===== config.mk =====
export PLATFORM = sky130hd
export DESIGN_NAME = tci_port
export DESIGN_NICKNAME = d
export VERILOG_FILES = /design/src/rtl/tci_port.v
export VERILOG_INCLUDE_DIRS = /design/src /design/src/rtl
export SDC_FILE = /design/constraint.sdc
export NUM_CORES = 1
export LEC_CHECK = 0
export BUFFER_PORTS_ARGS = -buffer_cell sky130_fd_sc_hd__buf_2
export CELL_PAD_IN_SITES_DETAIL_PLACEMENT = 2
export CELL_PAD_IN_SITES_GLOBAL_PLACEMENT = 2
export CORE_ASPECT_RATIO = 1.75
export CORE_UTILIZATION = 47
export CTS_BUF_LIST = sky130_fd_sc_hd__clkbuf_4 sky130_fd_sc_hd__clkbuf_8
export DETAILED_ROUTE_END_ITERATION = 7
export PLACE_DENSITY = 0.79
export SLEW_MARGIN = 20
export SYNTH_ARGS = -nofsm -noshare
export SYNTH_HDL_FRONTEND = slang
export SYNTH_SLANG_ARGS = --single-unit

===== constraint.sdc =====
create_clock -name clk -period 4.6 [get_ports clk]
set_input_delay 0.92 -clock clk [delete_from_list [all_inputs] [get_ports clk]]
set_output_delay 0.92 -clock clk [all_outputs]
set_load 0.02 [all_outputs]

===== src/rtl/tci_consts.vh =====
// Contract
// - Address pin picks 0x4A or 0x4B
// - First byte: address bits 7..1, direction bit 0
// - Two pointer bytes, low first, stored
// - Data bytes stored at pointer, then incrementing
// - Write STOP restores pointer to start
// - High address top bit requests checksum
// - CRC mismatch never blocks writes
// - Read after pointer write; NACK restores pointer
// - Pointer advances on every read byte
// - Message area reads wrap for continuous fetch
// - No bus traffic for 25 ms after power-up
// - Software reset: done within 25 ms, alert, flag
// - Boot configuration checksum mismatch sets error
// - Alert line floats about 100 ms after reset
// - Failed pin self test halts until reset
// - Global recalibration on listed triggers
// - Status message on calibration start and end
// - Alert asserted while data is pending
// - Alert is active low, open drain
`ifndef TCI_CONSTS_VH
`define TCI_CONSTS_VH

// ==========================================
// Bus addressing
`define TCI_ADDR_LOW 7'h4a
`define TCI_ADDR_HIGH 7'h4b
`define TCI_CKS_BIT 7
`define TCI_CRC_POLY 8'h07
`define TCI_CRC_INIT 8'h00

// ==========================================
// Message area window
`define TCI_MSG_BASE 16'h0100
`define TCI_MSG_END 16'h010a

// ==========================================
// Timing
`define TCI_CLK_HZ 200000000
`define TCI_RST_MIN_NS 90
`define TCI_ACQ_MAX_US 7750
`define TCI_BOOT_MS 25
`define TCI_FLOAT_MS 100
// Cycle counts sized to the 25-bit boot counters: 25 ms and 100 ms at 200 MHz
`define TCI_BOOT_CYC 25'd5000000
`define TCI_FLOAT_CYC 25'd20000000

// ==========================================
// Write buffer
`define TCI_FIFO_W 24
`define TCI_FIFO_D 16
`define TCI_FIFO_AW 4

`endif


===== src/rtl/tci_port.v =====
`include "tci_consts.vh"

// ==========================================
// Write buffer
module tci_fifo #(
  parameter W = `TCI_FIFO_W,
  parameter D = `TCI_FIFO_D,
  parameter AW = `TCI_FIFO_AW
) (
  // Clock and reset
  input wire clk,
  input wire arst_n,
  // Fill side
  input wire in_valid,
  output wire in_ready,
  input wire [W-1:0] in_data,
  // Drain side
  output wire out_valid,
  input wire out_ready,
  output wire [W-1:0] out_data
);
  reg [W-1:0] mem [0:D-1];
  reg [AW-1:0] wp_q;
  reg [AW-1:0] rp_q;
  reg [AW:0] cnt_q;
  wire push;
  wire pop;

  assign in_ready = (cnt_q != D[AW:0]);
  assign out_valid = (cnt_q != {(AW+1){1'b0}});
  assign out_data = mem[rp_q];
  assign push = in_valid & in_ready;
  assign pop = out_valid & out_ready;

  // Storage has no reset; only the pointers and the fill count carry state
  always @(posedge clk) begin
    if (push) begin
      mem[wp_q] <= in_data;
    end
  end

  // Pointers and fill level
  always @(posedge clk or negedge arst_n) begin
    if (!arst_n) begin
      wp_q <= {AW{1'b0}};
      rp_q <= {AW{1'b0}};
      cnt_q <= {(AW+1){1'b0}};
    end else begin
      if (push) begin
        wp_q <= wp_q + 1'b1;
      end
      if (pop) begin
        rp_q <= rp_q + 1'b1;
      end
      if (push && !pop) begin
        cnt_q <= cnt_q + 1'b1;
      end else if (pop && !push) begin
        cnt_q <= cnt_q - 1'b1;
      end
    end
  end
endmodule

// ==========================================
// Host port
module tci_port #(
  parameter [24:0] BOOT_CYC = `TCI_BOOT_CYC,
  parameter [24:0] FLOAT_CYC = `TCI_FLOAT_CYC
) (
  // Clock and reset
  input wire clk,
  input wire arst_n,
  // Pins
  input wire address_select_pin,
  input wire scl_i,
  input wire sda_i,
  output reg sda_o,
  output reg sda_oe,
  output reg change_alert_line_o,
  output reg change_alert_line_oe,
  // Memory write stream
  output reg wr_valid,
  input wire wr_ready,
  output wire [15:0] wr_addr,
  output wire [7:0] wr_data,
  // Memory read
  output reg [15:0] rd_addr,
  input wire [7:0] rd_data,
  // Core control
  input wire sw_reset,
  input wire self_test_fail,
  input wire [7:0] cfg_sum_calc,
  input wire [7:0] cfg_sum_saved,
  input wire status_read,
  input wire msg_pending,
  // Calibration triggers and completion
  input wire chan_enable,
  input wire hold_timeout,
  input wire anti_touch,
  input wire recal_cmd,
  input wire cfg_change,
  input wire cal_done,
  // Status
  output reg ready,
  output reg halted,
  output reg reset_flag,
  output reg cfg_error,
  output reg crc_error,
  output reg cal_req,
  output reg cal_start_msg,
  output reg cal_end_msg
);
  localparam [2:0] S_IDLE = 3'd0;
  localparam [2:0] S_RX = 3'd1;
  localparam [2:0] S_ACK = 3'd2;
  localparam [2:0] S_TX = 3'd3;
  localparam [2:0] S_MACK = 3'd4;

  // Bitwise CRC, most significant bit first
  function [7:0] crc8;
    input [7:0] c;
    input [7:0] d;
    integer i;
    reg [7:0] r;
    begin
      r = c ^ d;
      for (i = 0; i < 8; i = i + 1) begin
        r = r[7] ? ((r << 1) ^ `TCI_CRC_POLY) : (r << 1);
      end
      crc8 = r;
    end
  endfunction

  // Next read location, folding back inside the message area
  function [15:0] next_ptr;
    input [15:0] p;
    begin
      next_ptr = (p == `TCI_MSG_END) ? `TCI_MSG_BASE : p + 16'h0001;
    end
  endfunction

  reg [2:0] meta_q;
  reg [2:0] sync_q;
  reg scl_p_q;
  reg sda_p_q;
  reg [24:0] boot_cnt_q;
  reg [24:0] float_cnt_q;
  reg released_q;
  reg [6:0] dev_addr_q;
  reg cal_busy_q;
  reg [2:0] st_q;
  reg [3:0] bit_q;
  reg [7:0] sh_q;
  reg [7:0] tx_q;
  reg first_q;
  reg rw_q;
  reg [1:0] idx_q;
  reg [7:0] lo_q;
  reg [15:0] start_q;
  reg cks_q;
  reg [7:0] crc_q;
  reg [7:0] held_q;
  reg held_v_q;
  reg push_q;
  reg [23:0] push_w_q;
  reg [23:0] wr_word_q;
  wire scl_s;
  wire sda_s;
  wire scl_r;
  wire scl_f;
  wire start_c;
  wire stop_c;
  wire boot_done;
  wire live;
  wire addr_hit;
  wire need_push;
  wire f_in_ready;
  wire f_out_valid;
  wire [23:0] f_out_data;
  wire drain;
  wire trig;

  assign scl_s = sync_q[1];
  assign sda_s = sync_q[2];
  assign scl_r = scl_s & ~scl_p_q;
  assign scl_f = ~scl_s & scl_p_q;
  assign start_c = scl_s & scl_p_q & sda_p_q & ~sda_s;
  assign stop_c = scl_s & scl_p_q & ~sda_p_q & sda_s;
  assign boot_done = !ready && (boot_cnt_q == BOOT_CYC - 25'd1);
  assign live = ready & ~halted;
  assign addr_hit = (sh_q[7:1] == dev_addr_q);
  // Checksum mode holds one byte back until it is known not to be the CRC
  assign need_push = !cks_q | held_v_q;
  assign drain = ~wr_valid | wr_ready;
  assign trig = chan_enable | hold_timeout | anti_touch | recal_cmd | cfg_change;
  assign wr_addr = wr_word_q[23:8];
  assign wr_data = wr_word_q[7:0];

  // Pins pass two flip-flops before use
  always @(posedge clk or negedge arst_n) begin
    if (!arst_n) begin
      meta_q <= 3'h7;
      sync_q <= 3'h7;
      scl_p_q <= 1'b1;
      sda_p_q <= 1'b1;
    end else begin
      meta_q <= {sda_i, scl_i, address_select_pin};
      sync_q <= meta_q;
      scl_p_q <= scl_s;
      sda_p_q <= sda_s;
    end
  end

  // ==========================================
  // Start-up sequence
  always @(posedge clk or negedge arst_n) begin
    if (!arst_n) begin
      boot_cnt_q <= 25'h0000000;
      float_cnt_q <= 25'h0000000;
      ready <= 1'b0;
      released_q <= 1'b0;
      halted <= 1'b0;
      dev_addr_q <= `TCI_ADDR_LOW;
      reset_flag <= 1'b0;
      cfg_error <= 1'b0;
    end else if (sw_reset) begin
      boot_cnt_q <= 25'h0000000;
      float_cnt_q <= 25'h0000000;
      ready <= 1'b0;
      released_q <= 1'b0;
      halted <= 1'b0;
    end else begin
      if (!ready) begin
        boot_cnt_q <= boot_cnt_q + 25'd1;
      end
      if (!released_q) begin
        float_cnt_q <= float_cnt_q + 25'd1;
        released_q <= (float_cnt_q == FLOAT_CYC - 25'd1);
      end
      if (boot_done) begin
        ready <= 1'b1;
        dev_addr_q <= sync_q[0] ? `TCI_ADDR_HIGH : `TCI_ADDR_LOW;
        halted <= self_test_fail;
      end
      reset_flag <= boot_done | (reset_flag & ~status_read);
      cfg_error <= (boot_done && (cfg_sum_calc != cfg_sum_saved)) |
                   (cfg_error & ~status_read);
    end
  end

  // ==========================================
  // Calibration and alert
  always @(posedge clk or negedge arst_n) begin
    if (!arst_n) begin
      cal_req <= 1'b0;
      cal_busy_q <= 1'b0;
      cal_start_msg <= 1'b0;
      cal_end_msg <= 1'b0;
      change_alert_line_o <= 1'b0;
      change_alert_line_oe <= 1'b0;
    end else begin
      cal_req <= (boot_done & ~self_test_fail) | (live & trig);
      cal_start_msg <= (boot_done & ~self_test_fail) | (live & trig);
      cal_end_msg <= cal_busy_q & cal_done;
      cal_busy_q <= cal_req | (cal_busy_q & ~cal_done);
      change_alert_line_o <= 1'b0;
      change_alert_line_oe <= released_q & live & ~sw_reset & (msg_pending | reset_flag);
    end
  end

  // ==========================================
  // Bus engine
  always @(posedge clk or negedge arst_n) begin
    if (!arst_n) begin
      st_q <= S_IDLE;
      bit_q <= 4'h0;
      sh_q <= 8'h00;
      tx_q <= 8'h00;
      first_q <= 1'b0;
      rw_q <= 1'b0;
      idx_q <= 2'h0;
      lo_q <= 8'h00;
      start_q <= 16'h0000;
      rd_addr <= 16'h0000;
      cks_q <= 1'b0;
      crc_q <= `TCI_CRC_INIT;
      held_q <= 8'h00;
      held_v_q <= 1'b0;
      push_q <= 1'b0;
      push_w_q <= 24'h000000;
      sda_o <= 1'b0;
      sda_oe <= 1'b0;
      crc_error <= 1'b0;
    end else begin
      push_q <= 1'b0;
      crc_error <= 1'b0;
      sda_o <= 1'b0;
      if (!live || sw_reset) begin
        st_q <= S_IDLE;
        sda_oe <= 1'b0;
      end else if (start_c) begin
        st_q <= S_RX;
        bit_q <= 4'h0;
        first_q <= 1'b1;
        sda_oe <= 1'b0;
      end else if (stop_c) begin
        st_q <= S_IDLE;
        sda_oe <= 1'b0;
        if (!rw_q) begin
          rd_addr <= start_q;
          // report only; data already passed on
          crc_error <= cks_q & held_v_q & (held_q != crc_q);
          held_v_q <= 1'b0;
        end
      end else begin
        case (st_q)
          S_RX: begin
            if (scl_r) begin
              sh_q <= {sh_q[6:0], sda_s};
              bit_q <= bit_q + 4'h1;
            end else if (scl_f && bit_q == 4'h8) begin
              bit_q <= 4'h0;
              st_q <= S_ACK;
              first_q <= 1'b0;
              if (first_q) begin
                if (addr_hit) begin
                  sda_oe <= 1'b1;
                  rw_q <= sh_q[0];
                  idx_q <= 2'h0;
                end else begin
                  st_q <= S_IDLE;
                end
              end else if (idx_q == 2'h0) begin
                sda_oe <= 1'b1;
                lo_q <= sh_q;
                crc_q <= crc8(`TCI_CRC_INIT, sh_q);
                idx_q <= 2'h1;
              end else if (idx_q == 2'h1) begin
                sda_oe <= 1'b1;
                rd_addr <= {1'b0, sh_q[6:0], lo_q};
                start_q <= {1'b0, sh_q[6:0], lo_q};
                cks_q <= sh_q[`TCI_CKS_BIT];
                crc_q <= crc8(crc_q, sh_q);
                held_v_q <= 1'b0;
                idx_q <= 2'h2;
              end else if (!need_push || f_in_ready) begin
                // A full buffer turns into a NACK, pushing back on the master
                sda_oe <= 1'b1;
                if (cks_q) begin
                  // last byte is taken as the CRC
                  held_q <= sh_q;
                  held_v_q <= 1'b1;
                end
                if (need_push) begin
                  push_q <= 1'b1;
                  push_w_q <= {rd_addr, cks_q ? held_q : sh_q};
                  rd_addr <= rd_addr + 16'h0001;
                  if (cks_q) begin
                    crc_q <= crc8(crc_q, held_q);
                  end
                end
              end
            end
          end
          S_ACK: begin
            if (scl_f) begin
              if (rw_q) begin
                // First read byte goes out on this falling edge
                tx_q <= {rd_data[6:0], 1'b0};
                sda_oe <= ~rd_data[7];
                rd_addr <= next_ptr(rd_addr);
                bit_q <= 4'h1;
                st_q <= S_TX;
              end else begin
                sda_oe <= 1'b0;
                st_q <= S_RX;
              end
            end
          end
          S_TX: begin
            if (scl_f) begin
              if (bit_q == 4'h8) begin
                sda_oe <= 1'b0;
                st_q <= S_MACK;
              end else begin
                sda_oe <= ~tx_q[7];
                tx_q <= {tx_q[6:0], 1'b0};
                bit_q <= bit_q + 4'h1;
              end
            end
          end
          S_MACK: begin
            if (scl_r && sda_s) begin
              rd_addr <= start_q;
              st_q <= S_IDLE;
            end else if (scl_f) begin
              tx_q <= {rd_data[6:0], 1'b0};
              sda_oe <= ~rd_data[7];
              rd_addr <= next_ptr(rd_addr);
              bit_q <= 4'h1;
              st_q <= S_TX;
            end
          end
          default: begin
            sda_oe <= 1'b0;
          end
        endcase
      end
    end
  end

  // ==========================================
  // Write stream buffer and output stage
  tci_fifo #(
    .W(`TCI_FIFO_W),
    .D(`TCI_FIFO_D),
    .AW(`TCI_FIFO_AW)
  ) u_fifo (
    .clk(clk),
    .arst_n(arst_n),
    .in_valid(push_q),
    .in_ready(f_in_ready),
    .in_data(push_w_q),
    .out_valid(f_out_valid),
    .out_ready(drain),
    .out_data(f_out_data)
  );

  // Registered output so the stream ports come from flops
  always @(posedge clk or negedge arst_n) begin
    if (!arst_n) begin
      wr_valid <= 1'b0;
      wr_word_q <= 24'h000000;
    end else if (drain) begin
      wr_valid <= f_out_valid;
      if (f_out_valid) begin
        wr_word_q <= f_out_data;
      end
    end
  end
endmodule


==> flow_metrics.tcl <==
set metrics [dict create \
    numCtsBuffers 88 \
    clkSlewWorstSetupHoldPaths_ns 0.07 \
    die_x_um 178 \
    required_ns 5.15 \
    power_density_nw_per_um2 370 \
    max_slew.worst_pin.slew_ns 1.01 \
    slew_headroom 0.325 \
    r2r_start "u_fifo.cnt_q[0]" \
    row_count 112 \
    pin_count 93 \
    synthFlopType "edfxtp_1" \
    netlist_area_um2 25600 \
    ff_latch_area_um2 17000 \
    cts_setup_buffers 0 \
    place.gp.congestion 0.803 \
    wl_per_cell_um 29.6 \
    synth_most_common_cell "edfxtp_1" \
    post_dp_cell_area_um2 26900 \
    grt.busiest_layer "met2" \
    synth_top_area_frac 0.451 \
    r2r-end "u_fifo.cnt_q[4]" \
    fin_crit_ns 3.21 \
    worstSetupEndpoint "u_fifo.cnt_q[4]" \
    start_util 0.478 \
    yosysTopAreaCell "edfxtp_1" \
    dieArea_um2 55400 \
    antenna_found_initial 1 \
    status "finished clean" \
    hp-class "in2async" \
    ff2ff_path_depth 12 \
    die_h_um 311 \
    grt_max_degree 85 \
    cts_tree "done" \
    synth_area_leaders "edfxtp_1, dfrtp_1, mux4_2" \
    ctsHoldBuffers 0 \
    ys_ff_latch 600 \
    grt_usage 0.289 \
    cts_max_level 3 \
    cp.arrival_ns 3.75 \
    syn_area_per_cell_um2 14.9 \
    grt_pass1_wl_mm 117 \
    multi_input_area_um2 8110 \
    gr-usage-met3 0.0455 \
    ir_worst_vdd_mv 0.228 \
    num_vias 16000 \
    fin_util 0.538 \
    setup_violations 0 \
    async_flop_share 0.360 \
    postLayoutCellArea_um2 28800 \
    synth.distinct_cells 76 \
    drv_cap 0 \
    clock_skew_ns 0.0409 \
    cts-root-buf "clkbuf_8" \
    setup_tns_ns 0 \
    r2r_slack_ns 1.39 \
    syn2layout_area_growth_pct 12.6 \
    nFillCells 4854 \
    netlist_instances 1723 \
    grtUsageMet2 0.515 \
    drt_iter0_markers 1054 \
    cts_resized 0 \
    final_nets 1906 \
    critPathCaptureType "register" \
    synth_edf_count 384 \
    worstSetupStartpoint "u_fifo.cnt_q[0]" \
    clock.fmax_mhz 312 \
    yosysWarningCount 0 \
    core_area_um2 53500 \
    ctsLongestPathBuffers 3 \
    finalMaxSlewViolations 0 \
    drt_wl_total_mm 77.2 \
    clock-sinks 600 \
    ant_nets 0 \
    ys_seq_area_frac 0.662 \
    met1_usage 0.332 \
    dp_hpwl_mm 47.8 \
    hold_viol_final 0 \
    crit_type "reg2reg" \
    vias_per_cell 6.13 \
    grt-ovfl-total 0 \
    startpoint_type "register" \
    layout-drive-gt1-share 0.247 \
    rsz0062_at_grt "false" \
    leakage_nw 9.91 \
    netlist_top_cells_count "edfxtp_1, dfrtp_1, nand2_1" \
    clock_latency_ns 0.69 \
    cp_max_fo 9 \
    dr.pass1.iters 5 \
    grt_pass1_vias 18200 \
    io_buffers 90 \
    finalCritPeriodShare 0.697 \
    drc 0 \
]
==> routing by layer <==
layer	routed length [um]	vias to the layer above	share of wire
met5	0	-	0
met4	3790	0	0.049
met3	3400	208	0.044
met2	41400	510	0.54
met1	28600	8483	0.37
li1	-	6766	-
==> state kept, by name, summed over array words and instances, names as in the netlist, 5 cells and up <==
name	cells
tx_q	7
wr_word_q	24
held_q	8
float_cnt_q	25
boot_cnt_q	25
crc_q	8
rd_addr	16
lo_q	8
sh_q	8
push_w_q	24
u_fifo.cnt_q	5
start_q	15
u_fifo.mem	384
==> how the worst min path moves through the flow <==
stage                     startpoint              end
after global placement     meta_q[1]        sync_q[1]
after floorplan            meta_q[0]        sync_q[0]
after CTS                     arst_n  float_cnt_q[18]
final                         arst_n  float_cnt_q[18]
after detailed placement   meta_q[1]        sync_q[1]
after global routing          arst_n  float_cnt_q[20]
==> worst max-delay path: stages, from the launching register on <==
cell and delay [ns]:
dfrtp_1 0.45, nor4_1 0.34, buf_4 0.24, nand2_1 0.22, and2_1 0.38, ha_1 0.30, inv_1 0.12, ha_1 0.29
a21o_1 0.18, a21oi_1 0.17, xnor2_1 0.15, nor2_1 0.07, xor2_1 0.16
==> cell usage in the layout (no fill, tap or decap), types with 41 or more instances in the layout <==
cell type	count
nand2_1	130
xnor2_1	70
mux2_2	51
a21oi_1	59
mux4_2	96
edfxtp_1	384
inv_1	46
mux2i_1	41
buf_2	89
clkbuf_8	105
o21ai_0	99
nor2_1	90
dfrtp_1	206
==> layout make-up <==
type,count,share of cell area
flip-flops and latches,600,0.588
multi-input cells,985,0.282
clock buffers,131,0.0569
well taps,684,0.0297
repair buffers,123,0.0263
clock inverters,34,0.0109
inverters,47,0.00612
diodes,1,0.0000869
==> stage by stage <==
step	power, mW	std cells	hold slack [ns]	setup slack [ns]
6_report	10.7	2605	0.252	1.39
2_1_floorplan	5.87	1724	0.345	1.36
5_1_grt	10.9	2605	0.282	1.24
3_5_place_dp	5.95	2439	0.352	1.28
3_3_place_gp	5.94	2439	0.346	1.36
4_1_cts	10.8	2604	0.257	1.40
==> cells by family after synthesis <==
logic type      after synthesis  share of synthesized area
fa+ha+maj                    21                     0.0106
buf+inv                     139                     0.0236
simple gates                406                     0.0796
flops                       600                      0.662
mux                         189                      0.124
other cells                   1                   0.000147
xor+xnor                    109                     0.0376
compound gates              258                     0.0628
==> power by group <==
group	switching, mW	leakage [nW]	internal [mW]
clock	2.19	1.03	2.63
sequential	0.0126	5.72	5.70
combinational	0.0839	3.16	0.0377
(Power assumes the default switching activity.)
